[src/hdl/ars_defs.svh]
// Purpose: timing constants of the reclose sequencer
// Assumes: 200 MHz system clock, timers count in milliseconds
// Notes: every timing figure lives here as a macro
`ifndef ARS_DEFS_SVH
`define ARS_DEFS_SVH

`define ARS_CLK_PERIOD_NS 5
`define ARS_MS_NS 1000000
`define ARS_CYC_PER_MS (`ARS_MS_NS / `ARS_CLK_PERIOD_NS)
`define ARS_SUPV_EXTRA_MS 17'h0_0096
`define ARS_TMR_W 17
`define ARS_CFG_W 16
`define ARS_NUM_ELEM 8
`define ARS_NUM_SHOT 4
`define ARS_LAST_SHOT 2'h3
`define ARS_CNT_W 16

`endif

[src/hdl/ars_pkg.sv]
// Purpose: types of the reclose sequencer
// Assumes: constants come from ars_defs.svh
// Notes: none
`include "ars_defs.svh"

package ars_pkg;
	typedef enum logic [2:0] {
		ARS_IDLE,
		ARS_WAIT_OPEN,
		ARS_DEAD,
		ARS_CLOSING,
		ARS_RECLAIM,
		ARS_LOCKOUT
	} ars_state_t;

	typedef logic [`ARS_NUM_SHOT-1:0] ars_shot_bits_t;
	typedef logic [`ARS_TMR_W-1:0] ars_tmr_val_t;
endpackage : ars_pkg

[src/hdl/ars_tmr_if.sv]
// Purpose: carries one millisecond timer between sequencer and timer
// Assumes: one clock domain
// Notes: load wins over stop
`timescale 1ns/1ps

interface ars_tmr_if;
	import ars_pkg::*;
	logic load;
	logic stop;
	ars_tmr_val_t value;
	logic tick;
	logic busy;
	logic expired;
	modport owner (output load, stop, value, tick, input busy, expired);
	modport timer (input load, stop, value, tick, output busy, expired);
endinterface : ars_tmr_if

[src/hdl/ars_ms_timer.sv]
// Purpose: down counter in milliseconds with a one-cycle expiry pulse
// Assumes: tick is a one-cycle pulse per millisecond
// Notes: a value of zero expires at the next tick
`timescale 1ns/1ps

module ars_ms_timer
	import ars_pkg::*;
(
	input wire logic clk_sys_i, // system clock
	input wire logic srst_i, // sync reset, high
	ars_tmr_if.timer t // timer control
);
	ars_tmr_val_t cnt;

	always_ff @(posedge clk_sys_i) begin
		if (srst_i) begin
			cnt <= '0;
			t.busy <= 1'b0;
			t.expired <= 1'b0;
		end else begin
			t.expired <= 1'b0;
			if (t.load) begin
				cnt <= t.value;
				t.busy <= 1'b1;
			end else if (t.stop) begin
				t.busy <= 1'b0;
			end else if (t.busy && t.tick) begin
				if (cnt <= ars_tmr_val_t'(1)) begin
					t.busy <= 1'b0;
					t.expired <= 1'b1;
				end else begin
					cnt <= cnt - ars_tmr_val_t'(1);
				end
			end
		end
	end
endmodule : ars_ms_timer

[src/hdl/ars_sequencer.sv]
// Purpose: automatic reclose sequencer with trip inhibit and fast trip
// Assumes: element starts and trips come from logic on clk_sys_i
// Notes: breaker contact is a pin and is synchronised here
// Contract
// - five status outputs: in progress, final trip, lockout, blocked, ok
// - in progress from sequence start until reclaim end or lockout
// - final trip when shots exhausted and fault persists, latched
// - final trip cleared by late manual close or reset command
// - success flag cleared when a new sequence starts
// - one to four shots, enabled per initiating element
// - separate dead interval per shot, current shot's one used
// - dead interval starts on breaker open or protection reset
// - dead expiry gives close order, supervision is pulse plus 150 ms
// - breaker not closed at supervision end: lockout and alarm
// - reclaim starts on breaker close, expiry returns to idle
// - trip during reclaim advances a shot or locks out
// - total reclosures counted and readable
// - per-shot inhibit bit for eight elements, 1 suppresses trip
// - rightmost inhibit bit belongs to the first cycle
// - inhibition removed only after the stage resets
// - shot advance drops inhibitions, reapplies next shot's ones
// - separate fast-trip selection for phase and earth groups
// - fast shot trips after the fast delay, rightmost bit first
// - phase selection covers three phase stages, earth three earth
// - fast delay is definite time regardless of curve
// - fast trip applies no reset delay
// - lockout left by late manual close or reset, alarm held till then
// - manual close blocks initiation for the inhibit interval
`timescale 1ns/1ps
`include "ars_defs.svh"

module ars_sequencer
	import ars_pkg::*;
#(
	parameter int unsigned TICK_CYCLES = `ARS_CYC_PER_MS
) (
	input wire logic clk_sys_i, // system clock
	input wire logic srst_i, // sync reset, high
	input wire logic enable_i, // function enabled
	input wire logic ext_block_i, // external block level
	input wire logic [7:0] elem_start_i, // stage picked up
	input wire logic [7:0] elem_trip_i, // stage own delayed trip
	input wire logic breaker_closed_contact_i, // breaker aux pin
	input wire logic manual_close_i, // manual close pulse
	input wire logic reset_latched_i, // reset latched signalling
	input wire logic dead_start_on_cb_i, // 1 breaker open, 0 reset
	input wire logic [7:0][3:0] close_shot_cfg_i, // shot enables
	input wire logic [7:0][3:0] inhibit_cfg_i, // trip inhibits
	input wire logic [4:0] fast_phase_cfg_i, // phase fast trips
	input wire logic [4:0] fast_earth_cfg_i, // earth fast trips
	input wire logic [15:0] dead_interval_shot1_i, // ms
	input wire logic [15:0] dead_interval_shot2_i, // ms
	input wire logic [15:0] dead_interval_shot3_i, // ms
	input wire logic [15:0] dead_interval_shot4_i, // ms
	input wire logic [15:0] reclaim_interval_i, // ms
	input wire logic [15:0] close_pulse_length_i, // ms
	input wire logic [15:0] manual_close_inhibit_i, // ms
	input wire logic [15:0] fast_trip_delay_i, // ms
	output logic [7:0] trip_o, // trip per element
	output logic breaker_close_order_o, // close order
	output logic in_progress_o, // cycle in progress
	output logic final_trip_o, // final trip latched
	output logic lockout_o, // internal block
	output logic ext_blocked_o, // external block
	output logic success_o, // reclose successful
	output logic close_supervision_alarm_o, // close failed
	output logic [15:0] reclose_count_o // total reclosures
);
	////////////////////////////////////////////////////////////////////
	// helpers

	function automatic ars_tmr_val_t dead_for(input logic [1:0] s,
		input logic [15:0] d1, input logic [15:0] d2,
		input logic [15:0] d3, input logic [15:0] d4);
		case (s)
			2'h0: dead_for = {1'b0, d1};
			2'h1: dead_for = {1'b0, d2};
			2'h2: dead_for = {1'b0, d3};
			default: dead_for = {1'b0, d4};
		endcase
	endfunction : dead_for

	// shot bit of every element, rightmost bit is the first cycle
	function automatic logic [7:0] shot_col(input logic [7:0][3:0] cfg,
		input logic [1:0] s);
		logic [7:0] r;
		r = '0;
		for (int e = 0; e < 8; e++) begin
			r[e] = cfg[e][s];
		end
		shot_col = r;
	endfunction : shot_col

	////////////////////////////////////////////////////////////////////
	// breaker contact synchroniser

	logic cb_s1;
	logic cb_s2;
	logic cb_s3;
	logic cb_closed;

	always_ff @(posedge clk_sys_i) begin
		if (srst_i) begin
			cb_s1 <= 1'b0;
			cb_s2 <= 1'b0;
			cb_s3 <= 1'b0;
			cb_closed <= 1'b0;
		end else begin
			cb_s1 <= breaker_closed_contact_i;
			cb_s2 <= cb_s1;
			cb_s3 <= cb_s2;
			if (cb_s2 == cb_s3) begin
				cb_closed <= cb_s3;
			end
		end
	end

	////////////////////////////////////////////////////////////////////
	// millisecond tick and timers

	logic [17:0] div;
	logic tick;

	always_ff @(posedge clk_sys_i) begin
		if (srst_i) begin
			div <= '0;
			tick <= 1'b0;
		end else if (div == 18'(TICK_CYCLES - 1)) begin
			div <= '0;
			tick <= 1'b1;
		end else begin
			div <= div + 18'h0_0001;
			tick <= 1'b0;
		end
	end

	ars_tmr_if t_seq ();
	ars_tmr_if t_man ();
	ars_tmr_if t_fph ();
	ars_tmr_if t_fe ();

	ars_ms_timer u_seq (.clk_sys_i(clk_sys_i), .srst_i(srst_i), .t(t_seq));
	ars_ms_timer u_man (.clk_sys_i(clk_sys_i), .srst_i(srst_i), .t(t_man));
	ars_ms_timer u_fph (.clk_sys_i(clk_sys_i), .srst_i(srst_i), .t(t_fph));
	ars_ms_timer u_fe (.clk_sys_i(clk_sys_i), .srst_i(srst_i), .t(t_fe));

	assign t_seq.tick = tick;
	assign t_man.tick = tick;
	assign t_fph.tick = tick;
	assign t_fe.tick = tick;

	////////////////////////////////////////////////////////////////////
	// sequencer

	ars_state_t state;
	logic [1:0] shot;
	logic [2:0] closes;
	logic [7:0] inh_act;
	logic [7:0] init_ok;
	logic [7:0] next_ok;
	logic ready;
	logic can_next;

	assign init_ok = shot_col(close_shot_cfg_i, 2'h0);
	assign next_ok = shot_col(close_shot_cfg_i, shot + 2'h1);
	assign can_next = (shot != `ARS_LAST_SHOT) && |(trip_o & next_ok);
	assign ready = enable_i && !ext_block_i && !t_man.busy;

	// manual close inhibit timer
	assign t_man.load = manual_close_i;
	assign t_man.stop = 1'b0;
	assign t_man.value = {1'b0, manual_close_inhibit_i};

	always_comb begin
		t_seq.load = 1'b0;
		t_seq.stop = 1'b0;
		t_seq.value = '0;
		case (state)
			ARS_WAIT_OPEN: begin
				t_seq.load = dead_start_on_cb_i ? !cb_closed : ~|elem_start_i;
				t_seq.value = dead_for(shot, dead_interval_shot1_i,
					dead_interval_shot2_i, dead_interval_shot3_i,
					dead_interval_shot4_i);
			end
			ARS_DEAD: begin
				t_seq.load = t_seq.expired;
				t_seq.value = {1'b0, close_pulse_length_i} + `ARS_SUPV_EXTRA_MS;
			end
			ARS_CLOSING: begin
				t_seq.load = cb_closed;
				t_seq.value = {1'b0, reclaim_interval_i};
			end
			ARS_RECLAIM: t_seq.stop = |trip_o;
			default: t_seq.stop = 1'b1;
		endcase
	end

	// state, shot index and reclose counts
	always_ff @(posedge clk_sys_i) begin
		if (srst_i) begin
			state <= ARS_IDLE;
			shot <= 2'h0;
			closes <= 3'h0;
		end else begin
			case (state)
				ARS_IDLE: begin
					closes <= 3'h0;
					if (ready && |(trip_o & init_ok)) begin
						shot <= 2'h0;
						state <= ARS_WAIT_OPEN;
					end
				end
				ARS_WAIT_OPEN: if (t_seq.load) state <= ARS_DEAD;
				ARS_DEAD: if (t_seq.expired) state <= ARS_CLOSING;
				ARS_CLOSING: begin
					if (cb_closed) begin
						closes <= closes + 3'h1;
						state <= ARS_RECLAIM;
					end else if (t_seq.expired) begin
						state <= ARS_LOCKOUT;
					end
				end
				ARS_RECLAIM: begin
					if (|trip_o) begin
						if (can_next) begin
							shot <= shot + 2'h1;
							state <= ARS_WAIT_OPEN;
						end else begin
							state <= ARS_LOCKOUT;
						end
					end else if (t_seq.expired) begin
						state <= ARS_IDLE;
					end
				end
				ARS_LOCKOUT: begin
					if (reset_latched_i || (t_man.expired && cb_closed)) begin
						state <= ARS_IDLE;
					end
				end
				default: state <= ARS_IDLE;
			endcase
		end
	end

	// trip inhibitions
	always_ff @(posedge clk_sys_i) begin
		if (srst_i) begin
			inh_act <= '0;
		end else if (state == ARS_CLOSING && cb_closed) begin
			inh_act <= shot_col(inhibit_cfg_i, shot);
		end else if (state == ARS_RECLAIM && can_next && |trip_o) begin
			inh_act <= '0;
		end else if (state == ARS_LOCKOUT || state == ARS_IDLE) begin
			inh_act <= inh_act & elem_start_i;
		end
	end

	////////////////////////////////////////////////////////////////////
	// fast trips and trip outputs

	logic ph_any;
	logic e_any;
	logic ph_any_d;
	logic e_any_d;
	logic fph_sel;
	logic fe_sel;
	logic fph_fire;
	logic fe_fire;
	logic [7:0] fast_mask;
	logic [7:0] next_trip;

	assign ph_any = |elem_start_i[2:0];
	assign e_any = |elem_start_i[5:3];
	assign fph_sel = fast_phase_cfg_i[closes];
	assign fe_sel = fast_earth_cfg_i[closes];
	assign t_fph.load = ph_any && !ph_any_d && fph_sel;
	assign t_fph.value = {1'b0, fast_trip_delay_i};
	assign t_fph.stop = !ph_any;
	assign t_fe.load = e_any && !e_any_d && fe_sel;
	assign t_fe.value = {1'b0, fast_trip_delay_i};
	assign t_fe.stop = !e_any;
	assign fast_mask = {2'b00, {3{fe_sel}}, {3{fph_sel}}};

	always_ff @(posedge clk_sys_i) begin
		if (srst_i) begin
			ph_any_d <= 1'b0;
			e_any_d <= 1'b0;
			fph_fire <= 1'b0;
			fe_fire <= 1'b0;
		end else begin
			ph_any_d <= ph_any;
			e_any_d <= e_any;
			fph_fire <= ph_any && (fph_fire || t_fph.expired);
			fe_fire <= e_any && (fe_fire || t_fe.expired);
		end
	end

	always_comb begin
		next_trip = elem_trip_i & ~fast_mask;
		next_trip[2:0] = next_trip[2:0] | ({3{fph_fire}} & elem_start_i[2:0]);
		next_trip[5:3] = next_trip[5:3] | ({3{fe_fire}} & elem_start_i[5:3]);
		next_trip = next_trip & ~inh_act;
	end

	always_ff @(posedge clk_sys_i) begin
		if (srst_i) begin
			trip_o <= '0;
		end else begin
			trip_o <= next_trip;
		end
	end

	////////////////////////////////////////////////////////////////////
	// status outputs

	logic to_lock;
	logic fin_now;

	assign to_lock = (state == ARS_CLOSING && !cb_closed && t_seq.expired)
		|| (state == ARS_RECLAIM && |trip_o && !can_next);
	assign fin_now = state == ARS_RECLAIM && |trip_o && !can_next;

	always_ff @(posedge clk_sys_i) begin
		if (srst_i) begin
			breaker_close_order_o <= 1'b0;
			in_progress_o <= 1'b0;
			final_trip_o <= 1'b0;
			lockout_o <= 1'b0;
			ext_blocked_o <= 1'b0;
			success_o <= 1'b0;
			close_supervision_alarm_o <= 1'b0;
			reclose_count_o <= '0;
		end else begin
			ext_blocked_o <= ext_block_i;
			breaker_close_order_o <= (state == ARS_DEAD && t_seq.expired)
				|| (state == ARS_CLOSING && !cb_closed && !t_seq.expired);
			if (state == ARS_IDLE && ready && |(trip_o & init_ok)) begin
				in_progress_o <= 1'b1;
			end else if (to_lock || (state == ARS_RECLAIM && !(|trip_o)
				&& t_seq.expired)) begin
				in_progress_o <= 1'b0;
			end
			if (state == ARS_IDLE && ready && |(trip_o & init_ok)) begin
				success_o <= 1'b0;
			end else if (state == ARS_RECLAIM && !(|trip_o) && t_seq.expired) begin
				success_o <= 1'b1;
			end
			if (fin_now) begin
				final_trip_o <= 1'b1;
			end else if (reset_latched_i || (t_man.expired && cb_closed)) begin
				final_trip_o <= 1'b0;
			end
			if (to_lock) begin
				lockout_o <= 1'b1;
				close_supervision_alarm_o <= state == ARS_CLOSING;
			end else if (state == ARS_LOCKOUT && (reset_latched_i
				|| (t_man.expired && cb_closed))) begin
				lockout_o <= 1'b0;
				close_supervision_alarm_o <= 1'b0;
			end
			if (state == ARS_CLOSING && cb_closed) begin
				reclose_count_o <= reclose_count_o + 16'h0001;
			end
		end
	end
endmodule : ars_sequencer

[config.mk]
export PLATFORM = sky130hd
export DESIGN_NAME = ars_sequencer
export DESIGN_NICKNAME = d
export VERILOG_FILES = /design/src/hdl/ars_pkg.sv /design/src/hdl/ars_tmr_if.sv /design/src/hdl/ars_ms_timer.sv /design/src/hdl/ars_sequencer.sv
export VERILOG_INCLUDE_DIRS = /design/src /design/src/hdl
export SDC_FILE = /design/constraint.sdc
export NUM_CORES = 1
export LEC_CHECK = 0
export BUFFER_PORTS_ARGS = -buffer_cell sky130_fd_sc_hd__buf_2
export CAP_MARGIN = 20
export CORE_MARGIN = 5
export CORE_UTILIZATION = 55
export CTS_BUF_LIST = sky130_fd_sc_hd__clkbuf_8
export CTS_CLUSTER_DIAMETER = 200
export DETAILED_ROUTE_END_ITERATION = 16
export PLACE_DENSITY = 0.84
export SETUP_SLACK_MARGIN = 0.1
export SLEW_MARGIN = 20
export SYNTH_ARGS = -nofsm -noshare
export SYNTH_HDL_FRONTEND = slang
export SYNTH_SLANG_ARGS = --single-unit
[constraint.sdc]
create_clock -name clk_sys_i -period 6.7 [get_ports clk_sys_i]
set_input_delay 0.67 -clock clk_sys_i [delete_from_list [all_inputs] [get_ports clk_sys_i]]
set_output_delay 0.67 -clock clk_sys_i [all_outputs]
set_load 0.05 [all_outputs]
# Word level (Yosys, flattened, before mapping)

Index checks and enable logic that the tools add are counted.

Register bits after elaboration: 150
Bits of input ports: 226

$lt $le $gt $ge: 7
Muxes and demuxes: 102
Equality and inequality tests: 28
Add/subtract/negate cells: 9
Bitwise operators: 20
Reduce and logical (&&, ||, !) cells: 92

Operator list:

| operator              | count |
|---|---|
| $mux 16               | 11 |
| $le 17x1->1 const B   | 4 |
| $mux 17               | 4 |
| $sub 17x1->17 const B | 4 |
| $pmux 17 s3           | 1 |
| $pmux 16 s3           | 1 |
| $mux 1                | 46 |
| $and 8x8->8           | 5 |
| $bmux 1 s2            | 16 |
| $reduce_or 8->1       | 4 |
| $mux 3                | 10 |
| $logic_and 1x1->1     | 29 |
| $mux 8                | 3 |
| $reduce_bool 2->1     | 12 |
| $ne 2x2->1 const B    | 10 |
| $add 18x1->18 const B | 1 |
| $eq 18x18->1 const B  | 1 |
| $pmux 3 s6            | 1 |
| $add 16x8->17 const B | 1 |
| $add 16x1->16 const B | 1 |
| $ne 3x2->1 const B    | 5 |
| $reduce_and 3->1      | 5 |
| $reduce_and 2->1      | 7 |
| $reduce_or 3->1       | 4 |
| other kinds (32)      | 72 |

# Longest topological paths before layout

Gate-level depths: netlist of the first run.

Depth after elaboration: 12
Gate-level depth with buffers: 12
Depth with buffers taken out: 8

# Hierarchy

Synthesis of the first run repeated with hierarchy kept, for this count alone.

Cells, all modules: 1,084
Area total of the unflattened synthesis: 9,524.1 µm²

By module, submodules not included:

| module        | times used | cells an instance | area each (µm²) |
|---|---|---|---|
| ars_ms_timer  | 4          | 139               | 1,231.2 |
| ars_sequencer | 1          | 528               | 4,599.4 |

# Least setup slack after synthesis of the first run

No wires, ideal clock.

Kind: register to register
Start: register shot[0]
End: register inh_act[0]
Arrival: 3,045 ps
Setup slack: 3,560 ps
Period minus slack after synthesis: 3,140 ps
Setup time: 96 ps
Stages on the path, launching flop included: 12
Buffers on the path: 3
Cell sequence: dfxtp_1 > buf_2 > buf_2 > inv_1 > ha_1 > clkbuf_1 > mux4_2 > a22o_1 > a221oi_1 > and2_1 > o21ai_1 > a221oi_1

Word-level cells in the longest chain between the ends: 10

RTL lines:

| item                            | RTL line             | RTL |
|---|---|---|
| from (decl)                     | ars_sequencer.sv:156 | `logic [1:0] shot;` |
| from (signal assigned)          | ars_sequencer.sv:226 | `shot <= shot + 2'h1;` |
| $add 2x1->2                     | ars_sequencer.sv:165 | `assign next_ok = shot_col(close_shot_cfg_i, shot + 2'h1);` |
| $bmux 1 s2                      | ars_sequencer.sv:89  | `r[e] = cfg[e][s];` |
| $mux 1 (implied by the code)    | ars_sequencer.sv:89  |  |
| $and 8x8->8                     | ars_sequencer.sv:166 | `` assign can_next = (shot != `ARS_LAST_SHOT) && \|(trip_o & next_ok); `` |
| $reduce_or 8->1                 | ars_sequencer.sv:166 |  |
| $logic_and 1x1->1               | ars_sequencer.sv:166 |  |
| $logic_and 1x1->1 (2 in series) | ars_sequencer.sv:251 | `end else if (state == ARS_RECLAIM && can_next && \|trip_o) begin` |
| $mux 8                          | ars_sequencer.sv:251 |  |
| $mux 8                          | ars_sequencer.sv:249 | `end else if (state == ARS_CLOSING && cb_closed) begin` |
| to (signal assigned)            | ars_sequencer.sv:250 | `inh_act <= shot_col(inhibit_cfg_i, shot);` |
| to (signal assigned)            | ars_sequencer.sv:254 | `inh_act <= inh_act & elem_start_i;` |
| to (decl)                       | ars_sequencer.sv:158 | `logic [7:0] inh_act;` |

Several ways; a longest one is shown, not always the timed one. The select of a mux whose other input is x is not followed.
A chain may end at the register's enable or synchronous reset.

# Final worst setup path of the first run

Start: register shot[0]
End: register inh_act[3]

The elaborated chain is that of the path after synthesis.

==> results of run 1 <==
synth_stat cells, drive strengths merged, types with 22 or more instances:
master,count
a21oi,54
nand2,83
nor3,37
nor2,123
a211oi,41
clkbuf,45
o21ai,40
xor2,33
dfxtp,150
nor4,27
a221oi,22
nand3,32
inv,34
xnor2,60
how the worst max path moves through the flow:
stage / from / endpoint / depth (start not counted)
2_1_floorplan: shot[0] / inh_act[0] / 11
3_3_place_gp: shot[0] / inh_act[4] / 8
3_5_place_dp: shot[0] / inh_act[3] / 8
4_1_cts: shot[0] / inh_act[3] / 8
5_1_grt: shot[0] / inh_act[3] / 8
6_report: shot[0] / inh_act[3] / 8
flip-flops by register name (all words and copies together) (netlist names), 2 cells and up:
signal / count
div: 18
u_fe.cnt: 17
u_fph.cnt: 17
u_man.cnt: 17
u_seq.cnt: 17
reclose_count_o: 16
inh_act: 8
trip_o: 8
closes: 3
state: 3
shot: 2
metal layers:
metal / routed length (µm) / GRT usage [%] / share of wire [%] / vias up
met2: 12700 / 47.2 / 48 / 361
li1: - / - / - / 4307
met4: 552 / 9.52 / 2.1 / 0
met5: 0 / 0 / 0 / -
met1: 10900 / 33.8 / 42 / 4190
met3: 2070 / 6.99 / 7.9 / 54
layout make-up:
class                           instances  area, µm²
Sequential cell                       150       3000
Clock inverter                         11       82.6
Timing Repair Buffer                  259       1310
Clock buffer                           21        289
Multi-Input combinational cell        801       5420
Fill cell                            1386       5280
Inverter                               34        128
Tap cell                              216        270
cells in the final DEF, fill, tap and decap left out, drive strengths merged, types with 21 or more instances in the layout:
cell type,n
a211oi,41
a21oi,54
a221oi,22
buf,259
clkbuf,21
dfxtp,150
inv,36
nand2,83
nand3,32
nor2,123
nor3,37
nor4,27
o21ai,40
xnor2,60
xor2,33
kinds of logic (layout without fill, tap and decap cells):
| logic type | count (synthesis) | in the layout | share of synthesized area (%) |
|---|---|---|---|
| and+or+nand+nor | 417 | 417 | 24.5 |
| AOI/OAI and AO/OA | 252 | 252 | 20.6 |
| DFF | 150 | 150 | 34.2 |
| xor gates and xnor gates | 93 | 93 | 9.28 |
| buffers and inverters | 92 | 325 | 4.08 |
| muxes | 22 | 22 | 4.85 |
| adders and majority gates | 17 | 17 | 2.42 |
power breakdown:
part	total (mW)	switching, mW	internal (mW)
logic	0.350	0.194	0.156
clock network	0.666	0.340	0.326
registers	0.977	0.0458	0.931
per-stage QoR:
stage          area [µm²]  hold WS [ps]  setup slack, ps
2_1_floorplan        8770           405             3560
3_3_place_gp        10100           413             3060
3_5_place_dp        10100           420             2890
4_1_cts             10500           433             2880
5_1_grt             10500           451             3010
6_report            10500           446             3310
worst register-to-register path, stage by stage (launching register included):
cell and delay, ps:
dfxtp_2 710, inv_1 230, ha_1 630, mux4_2 390, a22o_1 240, a221oi_1 320
and2_1 230, o21ai_1 210, a221oi_1 340
==> impl_metrics.yaml, run 1 <==
final_layout:
  drive_above_1_share_pct: 26.6
  instances_no_fill: 1492
  utilization_pct: 66.6
  antenna_cells: 0
  nets: 1506
  area_delta_synth_final_pct: 19.6
flow_run:
  cap_viol_max_count: 0
clock_tree:
  cts.sinks: 150
  clock_latency_ps: 460
  path_clk_slew_ps: 80
  htreeDepth: 4
  cts_tree: "yes"
  cts_resized: 0
  hold_buffers: 0
  clockBufferDepth: 2
  cts_made_buffers: 17
  root_buffer: "clkbuf_8"
  cts_setup_buffers: 0
floorplanning:
  coreArea_um2: 15800
  ios: 257
  initial_core_util_pct: 55.6
  die_x_um: 136
  die-area_um2: 18600
  rows: 46
  die_h_um: 136
global_routing:
  grt_remaining_overflow: 0
  grt_usage_pct: 27.6
  grt_pass1_wl_um: 41400
  antenna_found_initial: 0
  grt_max_degree: 93
  grt_pass1_vias: 8568
detailed_routing:
  routed_via_density: 5.97
  wire_per_inst_um: 17.5
  drtIter0Drc: 848
  first_pass_iters: 7
  vias: 8912
  drtAntennaViolNets: 0
  drc_errors: 0
  wl_um: 26200
timing:
  slew_viol_final: 0
  skew_ps: 14.8
  setup_violations: 0
  fin_crit_sh_pct: 50.6
  grt_setup_unrepaired: "false"
  clock.fmax_mhz: 295
  finalHoldViolations: 0
  relSlewSlack_pct: 34.0
  setup_tns_ps: 0
  period_needed_ps: 3390
  tightest_slew_ps: 990
yosys:
  synth_area_leaders: "dfxtp_1 34%, xnor2_1 6.0%, nor2_1 5.3%"
  syn_avg_cell_area_um2: 8.41
  synthesis.area_um2: 8770
  synth.distinct_cells: 73
  ys_warn_count: 0
  synth_nets: 1286
  synthCells: 1043
  yosys_register_bits: 150
  synth_top_cell_by_area: "dfxtp_1"
  ys_seq_area_share_pct: 34.2
  synth-edff-count: 0
  ys.flop_type: "dfxtp_1"
  synth_top_cell_area_share_pct: 34.2
  ys_async_sr_fraction_pct: 0
placement:
  dpl.cell_count: 1460
  numPortBuffers: 256
  gp_congestion: 0.903
  dp_hpwl_um: 19600
setup_path:
  required_ps: 7060
  crit_type: "flop to flop"
  r2r_slack_ps: 3310
  cpMostUsedCell: "a221oi_1"
  crit_path_cell_trace: "inv_1, ha_1, mux4_2, a22o_1, a221oi_1, and2_1, o21ai_1, a221oi_1"
  crit_family: "compound AO/OA/AOI/OAI gates"
  critPathSlowestCell: "dfxtp_2"
  path_buf_inv: 1
  cp-end-kind: "flop"
  r2r_end: "inh_act[3]"
  slowest_delay_ps: 710
  critPathMaxFanout: 19
  worstPathArrival_ps: 3750
  reg2reg_from: "shot[0]"
  start_kind: "flop"
  reg2reg_depth: 8
hold_path:
  hold_path.class: "flop to flop"
  hold_path_startpoint: "cb_s1"
  hold_end: "cb_s2"
  hold_depth: 1
power:
  powerDensity_nw_per_um2: 190
  power_leakage_nw: 4.14
  vdd_drop_max_mv: 0.129
  finalPower_mw: 1.99
outcome:
  status: "finished, final reports clean"
No activity file was read; power rests on OpenSTA's default activity.
==> run 2, diff against run 1 <==
ABC_AREA = 1   (was not set)
PLACE_DENSITY = 0.82   (was 0.84)
clock period = 3.35 ns   (was 6.7 ns; I/O delays follow)
==> run 2 against run 1 <==
Area after synthesis increased by 15%; sequential cell count unchanged; worst setup slack lost 2400 ps; routed wire length increased by 21%; clock power increased by 110%; largest cell class unchanged.
==> impl_metrics.yaml, run 2 <==
clock_tree:
  root_buffer: "clkbuf_8"
  cts_setup_buffers: 0
  cts_made_buffers: 17
  clockBufferDepth: 2
  cts_resized: 0
  cts.sinks: 150
  hold_buffers: 0
  cts_tree: "yes"
  path_clk_slew_ps: 90
  clock_latency_ps: 450
  htreeDepth: 4
yosys:
  synth.distinct_cells: 43
  synthCells: 1645
  ys_async_sr_fraction_pct: 0
  ys_seq_area_share_pct: 29.8
  yosys_register_bits: 150
  synth_nets: 1888
  synth_top_cell_area_share_pct: 29.8
  synthesis.area_um2: 10100
  synth_commonest_cells: "462 x nand2_1, 210 x nor2_1, 152 x inv_1, 150 x dfxtp_1, 145 x nand3_1"
  ys.flop_type: "dfxtp_1"
  synth_top_cell_by_area: "dfxtp_1"
  synth_area_leaders: "dfxtp_1 30%, nand2_1 17%, nor2_1 7.8%"
  syn_avg_cell_area_um2: 6.12
  synth-edff-count: 0
  ys_warn_count: 0
  synth.most_common_cell: "nand2_1"
global_routing:
  met1_usage_pct: 36.7
  grt_pass1_vias: 10709
  antenna_found_initial: 2
  grt_max_degree: 79
  met3_usage_pct: 6.14
  grtUsageMet2_pct: 47.4
  grt_remaining_overflow: 0
  busiest_layer: "met2"
  grt_pass1_wl_um: 51700
  grt_usage_pct: 28.9
final_layout:
  fillers: 1725
  area_delta_synth_final_pct: 17.3
  utilization_pct: 65.7
  multiInputGateArea_um2: 6160
  nets: 2111
  largest_reg_flops: 18
  largest-register: "div"
  final_common_cell: "nand2_1"
  mostFrequentLayoutCells: "462 x nand2_1, 256 x buf_2, 210 x nor2_1, 153 x inv_1, 150 x dfxtp_1"
  regArea_um2: 3000
  drive_above_1_share_pct: 17.9
timing:
  whs_ps: 104
  setup_violations: 0
  grt_setup_unrepaired: "false"
  clock.fmax_mhz: 402
  fin_crit_sh_pct: 74.2
  setup_tns_ps: 0
  relSlewSlack_pct: 41.6
  finalHoldViolations: 0
  skew_ps: 10.1
  period_needed_ps: 2490
  slew_viol_final: 0
  setup_slack_ps: 863
  tightest_slew_ps: 876
setup_path:
  crit_path_cell_trace: "inv_1, ha_1, inv_1, nand3_1, nand2_1, nand2_1, nand2_1, nor2_1, nand2_1, nand3_2, nand2_1, clkinv_2, nor2_1, nor2_1"
  start_kind: "flop"
  critPathMaxFanout: 17
  crit_type: "flop to flop"
  worstSetupStartpoint: "shot[1]"
  critPathSlowestCell: "ha_1"
  worstPathArrival_ps: 2840
  r2r_slack_ps: 860
  cpMostUsedCell: "nand2_1"
  crit_end: "inh_act[3]"
  slowest_delay_ps: 410
  cp-end-kind: "flop"
  reg2reg_depth: 14
  reg2reg_from: "shot[1]"
  r2r_end: "inh_act[3]"
  required_ps: 3700
power:
  powerDensity_nw_per_um2: 579
  finalPower_mw: 6.84
  power_leakage_nw: 5.69
  vdd_drop_max_mv: 0.341
  netSwitchingFraction_pct: 43.1
  p_int_mw: 3.89
  clkPwrFrac_pct: 20.7
  p_sw_mw: 2.95
  comb_power_share_pct: 46.9
  p_seq_share_pct: 32.4
floorplanning:
  initial_core_util_pct: 56.0
  coreArea_um2: 18000
  die_h_um: 145
  die-area_um2: 21100
  die_x_um: 145
  ios: 257
  rows: 49
placement:
  gp_congestion: 0.973
  dpl_worst_slack_ps: 900
  numPortBuffers: 256
  dp_hpwl_um: 24400
detailed_routing:
  first_pass_iters: 7
  wire_per_inst_um: 15.0
  drc_errors: 0
  vias: 11540
  wl_um: 31600
  routed_via_density: 5.46
  drtIter0Drc: 1085
  drtAntennaViolNets: 0
flow_run:
  cap_viol_max_count: 0
hold_path:
  hold_path.class: "input pin to flop"
outcome:
  status: "finished, final reports clean"
[run 2: cell count changes in the layout (fill, tap and decap cells not counted), sizes merged, moves of 22 or more]
cell / before / now
inv: 36 / 164
xnor2: 60 / 19
nand3: 32 / 149
a31oi: 3 / 25
nor2: 123 / 220
a21oi: 54 / 110
o21ai: 40 / 104
nand2: 83 / 468
a221oi: 22 / 0
nor4: 27 / 5
a211oi: 41 / 10
[run 2: cell families after synthesis]
group,count (synthesis),synth area share [%]
adder cells (fa/ha/maj),17,2.11
AO/OA/AOI/OAI,286,15.7
buffers and inverters,224,9.00
flip-flops,150,29.8
AND/OR/NAND/NOR,923,39.4
XOR/XNOR,45,3.92
[run 2: worst min path at each step]
stage / endpoint / depth (start not counted) / from / slack, ps
final: trip_o[6] / 3 / elem_trip_i[6] / 100
after global routing: trip_o[6] / 3 / elem_trip_i[6] / 90
after CTS: trip_o[7] / 3 / elem_trip_i[7] / 80
after detailed placement: cb_s2 / 2 / cb_s1 / 400
after global placement: cb_s2 / 2 / cb_s1 / 390
after floorplan: cb_s2 / 2 / cb_s1 / 390
[run 2: layer usage]
metal	wire, µm	vias to the layer above	share of wire [%]
li1	-	5829	-
met1	13300	5168	42
met2	14600	463	46
met3	2460	80	7.8
met4	1210	0	3.8
met5	0	-	0
[run 2: final cells by class]
| type | instances | area share, % |
|---|---|---|
| Antenna cell | 2 | 0.0424 |
| Clock buffer | 20 | 2.33 |
| Clock inverter | 12 | 1.07 |
| Inverter | 164 | 5.22 |
| Multi-Input combinational cell | 1271 | 52.1 |
| Sequential cell | 150 | 25.4 |
| Tap cell | 229 | 2.43 |
| Timing Repair Buffer | 264 | 11.4 |
[run 2: metrics by stage]
| step | instance area (µm²) | instances |
|---|---|---|
| final | 11800 | 2112 |
| after global routing | 11800 | 2112 |
| after CTS | 11800 | 2110 |
| after detailed placement | 11400 | 2078 |
| after global placement | 11400 | 2078 |
| after floorplan | 10100 | 1645 |
[run 2: power by group through the flow]
stage	Sequential, mW	Clock (mW)	Combinational, mW
floorplan	2.24	0	2.43
global placement	2.24	0	3.10
detailed placement	2.25	0	3.15
CTS	2.21	1.44	3.18
global route	2.25	1.52	3.63
finish	2.22	1.41	3.21
[run 2: worst max-delay path: cells and delay by family, from the launching register on]
family	cells	cell delay, ps
simple gates	10	1030
buf+inv	3	620
fa+ha+maj	1	410
flops	1	320
